[config.mk]
export PLATFORM = sky130hd
export DESIGN_NAME = tgn_task_gate_ctrl
export DESIGN_NICKNAME = d
export VERILOG_FILES = /design/src/logic/tgn_pkg.sv /design/src/logic/tgn_task_gate_ctrl.sv
export SDC_FILE = /design/constraint.sdc
export NUM_CORES = 1
export LEC_CHECK = 0
export BUFFER_PORTS_ARGS = -buffer_cell sky130_fd_sc_hd__buf_4
export CORE_MARGIN = 3
export CORE_UTILIZATION = 45
export CTS_CLUSTER_SIZE = 28
export DETAILED_ROUTE_END_ITERATION = 8
export GPL_TIMING_DRIVEN = 0
export PLACE_DENSITY = 0.8
export SLEW_MARGIN = 20
export SYNTH_ARGS = -nofsm -noshare
export SYNTH_HDL_FRONTEND = slang
export SYNTH_SLANG_ARGS = --single-unit
[constraint.sdc]
create_clock -name clk_i -period 2.85 [get_ports clk_i]
set_clock_uncertainty 0.2 [all_clocks]
set_input_delay 0.1425 -clock clk_i [delete_from_list [all_inputs] [get_ports clk_i]]
set_output_delay 0.1425 -clock clk_i [all_outputs]
set_load 0.01 [all_outputs]
[src/logic/tgn_pkg.sv]
// Constants, types and register map of the task gate nesting control block
`default_nettype none
package tgn_pkg;
    localparam int ADDR_W = 4;
    localparam int DATA_W = 32;
    localparam int SEL_W = 16;
    localparam int PL_W = 2;
    localparam int CNT_W = 16;
    localparam int CAUSE_W = 3;
    // Register byte offsets
    localparam logic [ADDR_W-1:0] CTRL_OFS = 4'h0;
    localparam logic [ADDR_W-1:0] STAT_OFS = 4'h4;
    localparam logic [ADDR_W-1:0] FCNT_OFS = 4'h8;
    localparam logic [ADDR_W-1:0] SCNT_OFS = 4'hC;
    // Field positions
    localparam int CTRL_LONG_BIT = 0;
    localparam int STAT_FAULT_BIT = 0;
    localparam int STAT_SWITCH_BIT = 1;
    localparam int STAT_CAUSE_LSB = 4;
    // Busy bit in the descriptor word at byte offset +4
    localparam int DESC_HI_OFS = 4;
    localparam int BUSY_BIT = 9;
    localparam logic [DATA_W-1:0] BUSY_MASK = 32'h0000_0200;
    localparam logic CTRL_RST = 1'b0;

    typedef enum logic [2:0] {
        TGN_JUMP = 3'b000,
        TGN_CALL = 3'b001,
        TGN_SWINT = 3'b010,
        TGN_HWINT = 3'b011,
        TGN_EXC = 3'b100,
        TGN_INTERRUPT_RETURN_INSTRUCTION = 3'b101
    } tgn_init_e;

    typedef enum logic [CAUSE_W-1:0] {
        TGN_OK = 3'b000,
        TGN_LONG = 3'b001,
        TGN_GATE_CPL = 3'b010,
        TGN_GATE_RPL = 3'b011,
        TGN_DESC_PL = 3'b100,
        TGN_BUSY = 3'b101
    } tgn_cause_e;

    typedef struct packed {
        logic valid;
        tgn_init_e initiator;
        logic via_gate;
        logic [PL_W-1:0] current_privilege_level;
        logic [PL_W-1:0] requested_privilege_level;
        logic [PL_W-1:0] gate_descriptor_privilege;
        logic [PL_W-1:0] task_descriptor_privilege;
        logic nested_task_flag;
        logic [SEL_W-1:0] cur_link;
        logic [SEL_W-1:0] out_sel;
        logic [SEL_W-1:0] in_sel;
        logic [DATA_W-1:0] out_desc_hi;
        logic [DATA_W-1:0] in_desc_hi;
    } tgn_req_s;

    typedef struct packed {
        logic valid;
        logic fault;
        logic switched;
        tgn_cause_e cause;
        logic [SEL_W-1:0] target_sel;
        logic in_nt_set;
        logic in_link_wr;
        logic [SEL_W-1:0] in_link;
        logic out_nt_clr;
        logic out_desc_wr;
        logic [DATA_W-1:0] out_desc_hi;
        logic in_desc_wr;
        logic [DATA_W-1:0] in_desc_hi;
    } tgn_res_s;
endpackage
`default_nettype wire

[src/logic/tgn_task_gate_ctrl.sv]
// Task switch privilege, nesting and busy bit control
//
// Implementation choices: the plain strobed port and the register offsets.
`timescale 1ns/1ns
`default_nettype none
// Operation
// - Through a task gate, current privilege must not exceed gate's
// - Through a task gate, selector privilege must not exceed gate's
// - Task gate switches ignore the target task descriptor privilege
// - Failing either gate check alone denies the switch
// - Task gate use in long mode raises a protection fault
// - Jumps leave nested flag and link field untouched
// - Nesting initiators set incoming nested flag, store outgoing selector
// - Return switches only with nested flag set, target from link
// - Interrupt return switch clears outgoing nested flag
// - Busy bit is bit 9 of descriptor word at offset +4
// - Jump clears outgoing busy and sets incoming busy
// - Jump to an already busy task faults
// - Nesting initiators set incoming busy, outgoing busy stays set
// - Nesting initiators fault on an already busy target
// - Interrupt return clears outgoing busy, leaves incoming busy alone
// - Nested flag use by interrupt return has no privilege restriction
// - Failed check aborts without state change and raises fault
// - Interrupts and exceptions skip gate privilege checks
module tgn_task_gate_ctrl
(
    input wire logic clk_i,
    input wire logic sys_rst_i,
    input wire tgn_pkg::tgn_req_s req_i,
    output tgn_pkg::tgn_res_s res_o,
    output logic long_mode_o,
    input wire logic [tgn_pkg::ADDR_W-1:0] reg_addr_i,
    input wire logic [tgn_pkg::DATA_W-1:0] reg_wdata_i,
    input wire logic reg_wr_i,
    input wire logic reg_rd_i,
    output logic [tgn_pkg::DATA_W-1:0] reg_rdata_o
);
    import tgn_pkg::*;

    // ------------------------------------------------------------
    // Initiator decode
    // ------------------------------------------------------------
    wire logic is_jump = req_i.initiator == TGN_JUMP;
    wire logic is_call = req_i.initiator == TGN_CALL;
    wire logic is_interrupt_return_instruction = req_i.initiator == TGN_INTERRUPT_RETURN_INSTRUCTION;
    wire logic is_nest = is_call || req_i.initiator == TGN_SWINT ||
        req_i.initiator == TGN_HWINT || req_i.initiator == TGN_EXC;
    wire logic is_branch = is_jump || is_call;

    logic long_mode_reg;

    // ------------------------------------------------------------
    // Checks, all evaluated before any write
    // ------------------------------------------------------------
    // Interrupt return only switches with nested flag set, any privilege
    wire logic sw_try = req_i.valid && (is_jump || is_nest ||
        (is_interrupt_return_instruction && req_i.nested_task_flag));
    wire logic long_bad = req_i.via_gate && long_mode_reg && !is_interrupt_return_instruction;
    wire logic gate_chk = is_branch && req_i.via_gate;
    wire logic gate_cpl_bad = gate_chk && (req_i.current_privilege_level >
        req_i.gate_descriptor_privilege);
    wire logic gate_rpl_bad = gate_chk && (req_i.requested_privilege_level >
        req_i.gate_descriptor_privilege);
    // Descriptor privilege only used when no gate is involved
    wire logic desc_bad = is_branch && !req_i.via_gate &&
        ((req_i.current_privilege_level > req_i.task_descriptor_privilege) ||
        (req_i.requested_privilege_level >
        req_i.task_descriptor_privilege));
    wire logic in_busy = req_i.in_desc_hi[BUSY_BIT];
    wire logic busy_bad = (is_jump || is_nest) && in_busy;

    wire tgn_cause_e cause = long_bad ? TGN_LONG :
        gate_cpl_bad ? TGN_GATE_CPL :
        gate_rpl_bad ? TGN_GATE_RPL :
        desc_bad ? TGN_DESC_PL :
        busy_bad ? TGN_BUSY : TGN_OK;
    wire logic fault = sw_try && cause != TGN_OK;
    wire logic ok = sw_try && cause == TGN_OK;

    // ------------------------------------------------------------
    // Result build
    // ------------------------------------------------------------
    tgn_res_s res_next;
    tgn_res_s res_reg;

    always_comb
    begin
        res_next = '0;
        res_next.valid = req_i.valid;
        res_next.fault = fault;
        res_next.switched = ok;
        res_next.cause = fault ? cause : TGN_OK;
        res_next.target_sel = is_interrupt_return_instruction ? req_i.cur_link : req_i.in_sel;
        res_next.in_link = req_i.out_sel;
        res_next.out_desc_hi = req_i.out_desc_hi & ~BUSY_MASK;
        res_next.in_desc_hi = req_i.in_desc_hi | BUSY_MASK;
        if (ok)
        begin
            res_next.in_nt_set = is_nest;
            res_next.in_link_wr = is_nest;
            res_next.out_nt_clr = is_interrupt_return_instruction;
            res_next.out_desc_wr = is_jump || is_interrupt_return_instruction;
            res_next.in_desc_wr = is_jump || is_nest;
        end
    end

    always_ff @(posedge clk_i)
    begin
        if (sys_rst_i)
            res_reg <= '0;
        else
            res_reg <= res_next;
    end

    assign res_o = res_reg;

    // ------------------------------------------------------------
    // Register file
    // ------------------------------------------------------------
    logic fault_sticky_reg;
    logic fault_sticky_next;
    logic [CAUSE_W-1:0] last_cause_reg;
    logic switch_seen_reg;
    logic [CNT_W-1:0] fault_cnt_reg;
    logic [CNT_W-1:0] switch_cnt_reg;
    logic [DATA_W-1:0] rdata_reg;
    logic [DATA_W-1:0] rdata_next;

    wire logic wr_ctrl = reg_wr_i && reg_addr_i == CTRL_OFS;
    wire logic wr_stat = reg_wr_i && reg_addr_i == STAT_OFS;
    wire logic fault_clr = wr_stat && reg_wdata_i[STAT_FAULT_BIT];
    wire logic [DATA_W-1:0] ctrl_val =
        {{(DATA_W-1){1'b0}}, long_mode_reg} << CTRL_LONG_BIT;
    wire logic [DATA_W-1:0] stat_val =
        ({{(DATA_W-1){1'b0}}, fault_sticky_reg} << STAT_FAULT_BIT) |
        ({{(DATA_W-1){1'b0}}, switch_seen_reg} << STAT_SWITCH_BIT) |
        ({{(DATA_W-CAUSE_W){1'b0}}, last_cause_reg} << STAT_CAUSE_LSB);
    wire logic [DATA_W-1:0] sel_val =
        reg_addr_i == CTRL_OFS ? ctrl_val :
        reg_addr_i == STAT_OFS ? stat_val :
        reg_addr_i == FCNT_OFS ? {{(DATA_W-CNT_W){1'b0}}, fault_cnt_reg} :
        reg_addr_i == SCNT_OFS ? {{(DATA_W-CNT_W){1'b0}}, switch_cnt_reg} :
        '0;

    // Set wins over a clear in the same cycle
    assign fault_sticky_next = fault || (fault_sticky_reg && !fault_clr);
    assign rdata_next = reg_rd_i ? sel_val : '0;

    always_ff @(posedge clk_i)
    begin
        if (sys_rst_i)
        begin
            long_mode_reg <= CTRL_RST;
            fault_sticky_reg <= 1'b0;
            last_cause_reg <= '0;
            switch_seen_reg <= 1'b0;
            fault_cnt_reg <= '0;
            switch_cnt_reg <= '0;
            rdata_reg <= '0;
        end
        else
        begin
            if (wr_ctrl)
                long_mode_reg <= reg_wdata_i[CTRL_LONG_BIT];
            fault_sticky_reg <= fault_sticky_next;
            if (fault)
                last_cause_reg <= cause;
            if (sw_try)
                switch_seen_reg <= ok;
            if (fault)
                fault_cnt_reg <= fault_cnt_reg + 1'b1;
            if (ok)
                switch_cnt_reg <= switch_cnt_reg + 1'b1;
            rdata_reg <= rdata_next;
        end
    end

    assign long_mode_o = long_mode_reg;
    assign reg_rdata_o = rdata_reg;

    // ------------------------------------------------------------
    // Assertions
    // ------------------------------------------------------------
    a_gate_cpl_check: assert property (
        @(posedge clk_i) disable iff (sys_rst_i)
        (req_i.valid && gate_chk && req_i.current_privilege_level >
        req_i.gate_descriptor_privilege) |=> (res_o.fault && !res_o.switched))
        else $error("gate privilege violation not faulted");

    a_gate_rpl_check: assert property (
        @(posedge clk_i) disable iff (sys_rst_i)
        (req_i.valid && gate_chk && !long_bad &&
        req_i.requested_privilege_level > req_i.gate_descriptor_privilege)
        |=> res_o.fault)
        else $error("selector privilege violation not faulted");

    a_gate_skip_desc: assert property (
        @(posedge clk_i) disable iff (sys_rst_i)
        (req_i.valid && gate_chk && !long_bad && !in_busy &&
        req_i.current_privilege_level <= req_i.gate_descriptor_privilege &&
        req_i.requested_privilege_level <= req_i.gate_descriptor_privilege)
        |=> res_o.switched)
        else $error("gate switch wrongly denied");

    a_long_gate: assert property (
        @(posedge clk_i) disable iff (sys_rst_i)
        (req_i.valid && !is_interrupt_return_instruction && req_i.via_gate && long_mode_reg)
        |=> (res_o.fault && res_o.cause == TGN_LONG))
        else $error("long mode gate not faulted");

    a_jump_no_nest: assert property (
        @(posedge clk_i) disable iff (sys_rst_i)
        (res_o.switched && $past(is_jump)) |->
        (!res_o.in_nt_set && !res_o.in_link_wr && res_o.out_desc_wr &&
        !res_o.out_desc_hi[BUSY_BIT] && res_o.in_desc_hi[BUSY_BIT]))
        else $error("jump nesting or busy update wrong");

    a_nest_link: assert property (
        @(posedge clk_i) disable iff (sys_rst_i)
        (res_o.switched && $past(is_nest)) |->
        (res_o.in_nt_set && res_o.in_link_wr && !res_o.out_desc_wr &&
        res_o.in_link == $past(req_i.out_sel)))
        else $error("nesting link update wrong");

    a_interrupt_return_instruction_nt_gate: assert property (
        @(posedge clk_i) disable iff (sys_rst_i)
        (req_i.valid && is_interrupt_return_instruction && !req_i.nested_task_flag)
        |=> (!res_o.switched && !res_o.fault))
        else $error("return without nested flag switched");

    a_interrupt_return_instruction_switch: assert property (
        @(posedge clk_i) disable iff (sys_rst_i)
        (req_i.valid && is_interrupt_return_instruction && req_i.nested_task_flag) |=>
        (res_o.switched && res_o.out_nt_clr && !res_o.in_desc_wr &&
        res_o.target_sel == $past(req_i.cur_link)))
        else $error("return switch effects wrong");

    a_busy_target: assert property (
        @(posedge clk_i) disable iff (sys_rst_i)
        (req_i.valid && !is_interrupt_return_instruction && req_i.in_desc_hi[BUSY_BIT])
        |=> res_o.fault)
        else $error("busy target not faulted");

    a_fault_no_write: assert property (
        @(posedge clk_i) disable iff (sys_rst_i)
        res_o.fault |-> !(res_o.in_nt_set || res_o.in_link_wr ||
        res_o.out_nt_clr || res_o.out_desc_wr || res_o.in_desc_wr))
        else $error("state written on fault");

    a_int_no_gate_pl: assert property (
        @(posedge clk_i) disable iff (sys_rst_i)
        (req_i.valid && is_nest && !is_call && !long_bad && !in_busy)
        |=> res_o.switched)
        else $error("interrupt switch denied on privilege");

    a_one_check_deny: assert property (
        @(posedge clk_i) disable iff (sys_rst_i)
        (req_i.valid && gate_chk &&
        ((req_i.current_privilege_level > req_i.gate_descriptor_privilege) !=
        (req_i.requested_privilege_level > req_i.gate_descriptor_privilege)))
        |=> (res_o.fault && !res_o.switched))
        else $error("single failed gate check not denied");

    a_busy_bit_pos: assert property (
        @(posedge clk_i) disable iff (sys_rst_i)
        res_o.valid |-> (res_o.in_desc_hi[BUSY_BIT] &&
        !res_o.out_desc_hi[BUSY_BIT] && res_o.out_desc_hi[BUSY_BIT-1:0] ==
        $past(req_i.out_desc_hi[BUSY_BIT-1:0])))
        else $error("busy bit position wrong");

    a_jump_busy_flt: assert property (
        @(posedge clk_i) disable iff (sys_rst_i)
        (req_i.valid && is_jump && req_i.in_desc_hi[BUSY_BIT])
        |=> (res_o.fault && !res_o.in_desc_wr && !res_o.out_desc_wr))
        else $error("jump to busy task not faulted");

    a_nest_busy_keep: assert property (
        @(posedge clk_i) disable iff (sys_rst_i)
        (res_o.switched && $past(is_nest)) |-> (res_o.in_desc_wr &&
        res_o.in_desc_hi[BUSY_BIT] && !res_o.out_desc_wr))
        else $error("nesting busy update wrong");

    a_interrupt_return_instruction_busy_clr: assert property (
        @(posedge clk_i) disable iff (sys_rst_i)
        (res_o.switched && $past(is_interrupt_return_instruction)) |-> (res_o.out_desc_wr &&
        !res_o.out_desc_hi[BUSY_BIT] && !res_o.in_desc_wr))
        else $error("return busy update wrong");

    a_interrupt_return_instruction_any_pl: assert property (
        @(posedge clk_i) disable iff (sys_rst_i)
        (req_i.valid && is_interrupt_return_instruction && req_i.nested_task_flag)
        |=> (!res_o.fault && res_o.cause == TGN_OK))
        else $error("return refused on privilege");

    a_result_valid: assert property (
        @(posedge clk_i) disable iff (sys_rst_i)
        res_o.valid == $past(req_i.valid))
        else $error("result valid not one cycle after request");

    a_fault_cause: assert property (
        @(posedge clk_i) disable iff (sys_rst_i)
        res_o.valid |-> (res_o.fault == (res_o.cause != TGN_OK)))
        else $error("fault and cause disagree");

    a_switch_writes: assert property (
        @(posedge clk_i) disable iff (sys_rst_i)
        res_o.switched |-> (!res_o.fault &&
        (res_o.in_desc_wr || res_o.out_desc_wr)))
        else $error("switch without busy update");
endmodule
`default_nettype wire

==> metrics list <==
- Using the TritonRoute via totals, the vias-per-cell ratio works out to 5.211.
- Primary FF master, synth: dfxtp_1
- The highest metal layer carrying signal wires in the routed design is met4.
- Synthesis produced 602 cells.
- The number of global-route vias before repair came to 6512.
- The first global-routing pass estimated 35550 um of wire.
* DIE WIDTH: ~120 um
- The run finished with clean final reports.
* Multiplexer area fraction after synthesis: 1.528%
- Area growth from synthesis to layout: 69.30%
* Simple-Gate Fraction of Synth Area: 23.49%
- Inserted Clock Buffers: 17
- By startpoint and endpoint, the worst setup path is classified as primary input to flop.
* Cell taking the most area after synthesis: dfxtp_1
- # placed instances: 1037
- Dividing the detail-routed wire length by the instance count gives 19.84 um.
* Least-Margin Pin Slew: around 0.69 ns
* Post-synthesis instance area: 0.005816 sq mm
- Data required time of the critical path: 3.00 ns
* Die ar.: ~0.014 sq mm
* Post-synthesis share of cell area spent on full adders, half adders and majority gates: around 2.2%
* Met2 wire length: 12240 um
- The first detailed-routing pass ran for 7 iterations.
- Remaining DRCs: 0
- After filler insertion, the fill cell instance count of the layout stands at around 750.
* Critical path endpoint category: flop
- Final Routed Wirelength: 23760 um
- The total overflow left after global routing is 0.
- The register with the most flip-flops in the layout has 105 of them.
- Summing the sequential cell areas from Yosys gives 54.73% of the chip area.
- Synth Register Bits: 159
* Total area of sequential cells: approximately 0.0032 sq mm
* Final net count: approximately 1200
- After layout, the worst path uses 97.00% of the clock period.
- The hold violation total from the final report is 0.
* Maximum number of pins on one net before global-route repair: 17
- Classification of the worst-slack hold path: primary input to flop
* Max-Cap Viols: 0
- The tree is rooted in a clkbuf_16.
- Area fraction in compound gates after synthesis: between 10% and 20%
- The floorplan step set the die height to 119.7 um.
- At the end of routability-driven placement, the weighted congestion stood at slightly below 0.9.
- Final-report max-slew violation count: 0
- The post-route netlist has 31.13% of its cells at a drive strength greater than 1.
* Xor/xnor share of the synthesized area: 0.3012%
* Worst Path Max Fanout: 10
- The share of synthesized area in the top cell type comes to between 50% and 60%.
- Achievable clock frequency: 361.7 MHz
* Dominant combinational cell family by area after synthesis: simple AND/OR/NAND/NOR gates
- Longest Clk Path Bufs: 2
* Clock tree from TritonCTS: built
* Data arrival at the endpoint of the critical path: between 2 and 3 ns
- Proportion of synthesized flip-flops having asynchronous set or reset: 0%
- List of most frequent post-synthesis cells: 159 x dfxtp_1, 88 x nor2b_1, 62 x nand2_1
- Top-level I/O count: slightly above 300
- Total number of vias: 6243
- The H-tree generated during clock tree synthesis spans 4 levels.
- Total routed wire length on the met1 layer: 8380 um
- Number of different library cells in the post-synthesis netlist: 46
* Number of antenna violations at the first check in global routing: 1
- Starting utilization of the core area: 47.24%
- Total length of routed met3 wires: roughly 1800 um
- Global-route usage over all layers: 32.40%
- In the final timing run, aggregate negative setup slack is 0 ns.
* Avg Synthesized Cell Area: a little under 10 sq um
- Counting flops with a built-in enable in the synthesized netlist gives 0.
- Measured against its own limit, the worst slew margin works out to a little over half.
- Antenna violation net count after detailed routing: 0
- The clock reaches the later pin of the worst-skew pair after roughly 0.42 ns.
- The count of cells in the finished layout, fillers not included, comes to 1198.
- Nature of the critical path startpoint: primary input
* Total setup violations reported at the end of the flow: 0
- Rows: 40
* Count of port buffers added during placement: about 250
- Counting every sink on the clock net gives 159.
- The routed design could run at a clock period as short as 2.765 ns.
* Ys Warns: 0
- Unrepaired setup endpoints after global routing: false
- The detailed router finished its first iteration with 634 violations.
* Post-CTS clock slew at the launch and capture registers of the worst setup and hold paths: 0.06 ns
* Cell Pwr Density: 552.9 mW/mm^2
- Static leakage: 4.373 nW
* Largest cells by area after synthesis: dfxtp_1 55%, nor2b_1 9.5%, a21oi_1 4.5%
* Footprint of the multi-input gates: 0.002377 sq mm
- IR drop worst, VDD: 0.3934 mV
- Setup slack of the most critical reg-to-reg path: 0.42 ns
- After clock tree synthesis, the setup repair step added 0 buffers.
- The floorplan step defined a core boundary enclosing 0.01231 sq mm.
- dfxtp_1 is the most common cell in the netlist.
- Summed over all nets, the half-perimeter wirelength after detailed placement is 14010 um.
critical path: stages:
cell	delay, ns
dlygate4sd3_1	0.53
buf_2	0.19
nor2b_1	0.17
o21ai_1	0.28
nand2_1	0.21
clkbuf_1	0.29
nor4b_1	0.49
dlygate4sd3_1	0.63
per-stage QoR:
stage	utilization, %	setup slack [ns]	instance area [sq um]	hold slack, ns	total power, mW
after floorplan	-	0.4886	5876	0.03185	2.642
after global placement	64.74	0.05326	7970	0.1513	2.960
after detailed placement	64.74	0.03619	7970	0.1569	2.972
after CTS	79.92	0.2188	9839	0.09223	5.372
after global routing	79.95	0.02572	9843	0.1526	5.594
final	79.97	0.08548	9846	0.1198	5.443
area by class of cell:
type	instances	share of cell area [%]
inverters	9	0.3431
clock buffers	21	4.575
multi-input cells	397	24.15
repair buffers	379	32.15
well taps	168	2.135
diodes	2	0.05083
clock inverters	10	1.398
flip-flops and latches	159	32.33
plain buffers	53	2.872
report_power, final:
| group | internal [mW] | switching (mW) |
|---|---|---|
| registers | 2.31 | 0.0384 |
| clock network | 1.40 | 0.916 |
| logic | 0.427 | 0.354 |
kinds of logic (layout without fill, tap and decap cells):
logic type,Yosys count,after routing
simple gates,245,245
flops,159,159
compound gates,116,116
buf+inv,62,472
fa+ha+maj,10,10
mux,7,7
xor+xnor,2,2
other cells,1,19
cell usage in the layout (no fill, tap or decap), types with 5 or more instances in the layout:
cell type and n:
buf_4 269, dfxtp_1 159, dlygate4sd3_1 128, nor2b_1 88, nand2_1 62, a21oi_1 52
clkbuf_1 27, nor2_1 23, o21ai_0 21, or4_1 17, conb_1 17, clkbuf_16 17
o31ai_1 16, or3_1 11, a22oi_1 11, ha_1 10, inv_1 9, and3_1 9
nand3_1 8, nand4_1 7, buf_2 6, nor3_1 5, mux2_2 5
routing by layer:
layer	global-route usage, %	up-vias
met2	57.98	343
met5	0	-
met1	34.27	2940
met4	18.75	0
li1	-	2866
met3	8.435	94
final timing paths:
kind	startpoint	end	cells past startpoint
max	req_i[122]	res_o[102]$_SDFF_PP0_	8
min	req_i[121]	last_cause_reg[0]$_SDFFE_PP0P_	4
max reg2reg	fault_cnt_reg[3]$_SDFFE_PP0P_	fault_cnt_reg[15]$_SDFFE_PP0P_	6
min reg2reg	switch_cnt_reg[15]$_SDFFE_PP0P_	switch_cnt_reg[15]$_SDFFE_PP0P_	2
repair_timing:
action | 4_1_cts | 5_1_grt
endpoints found under the setup margin | 0 | 1
gates resized for setup | 0 | 2
hold buffers | 128 | 0
endpoints found under the hold margin | 109 | 0
(Power assumes the default switching activity.)
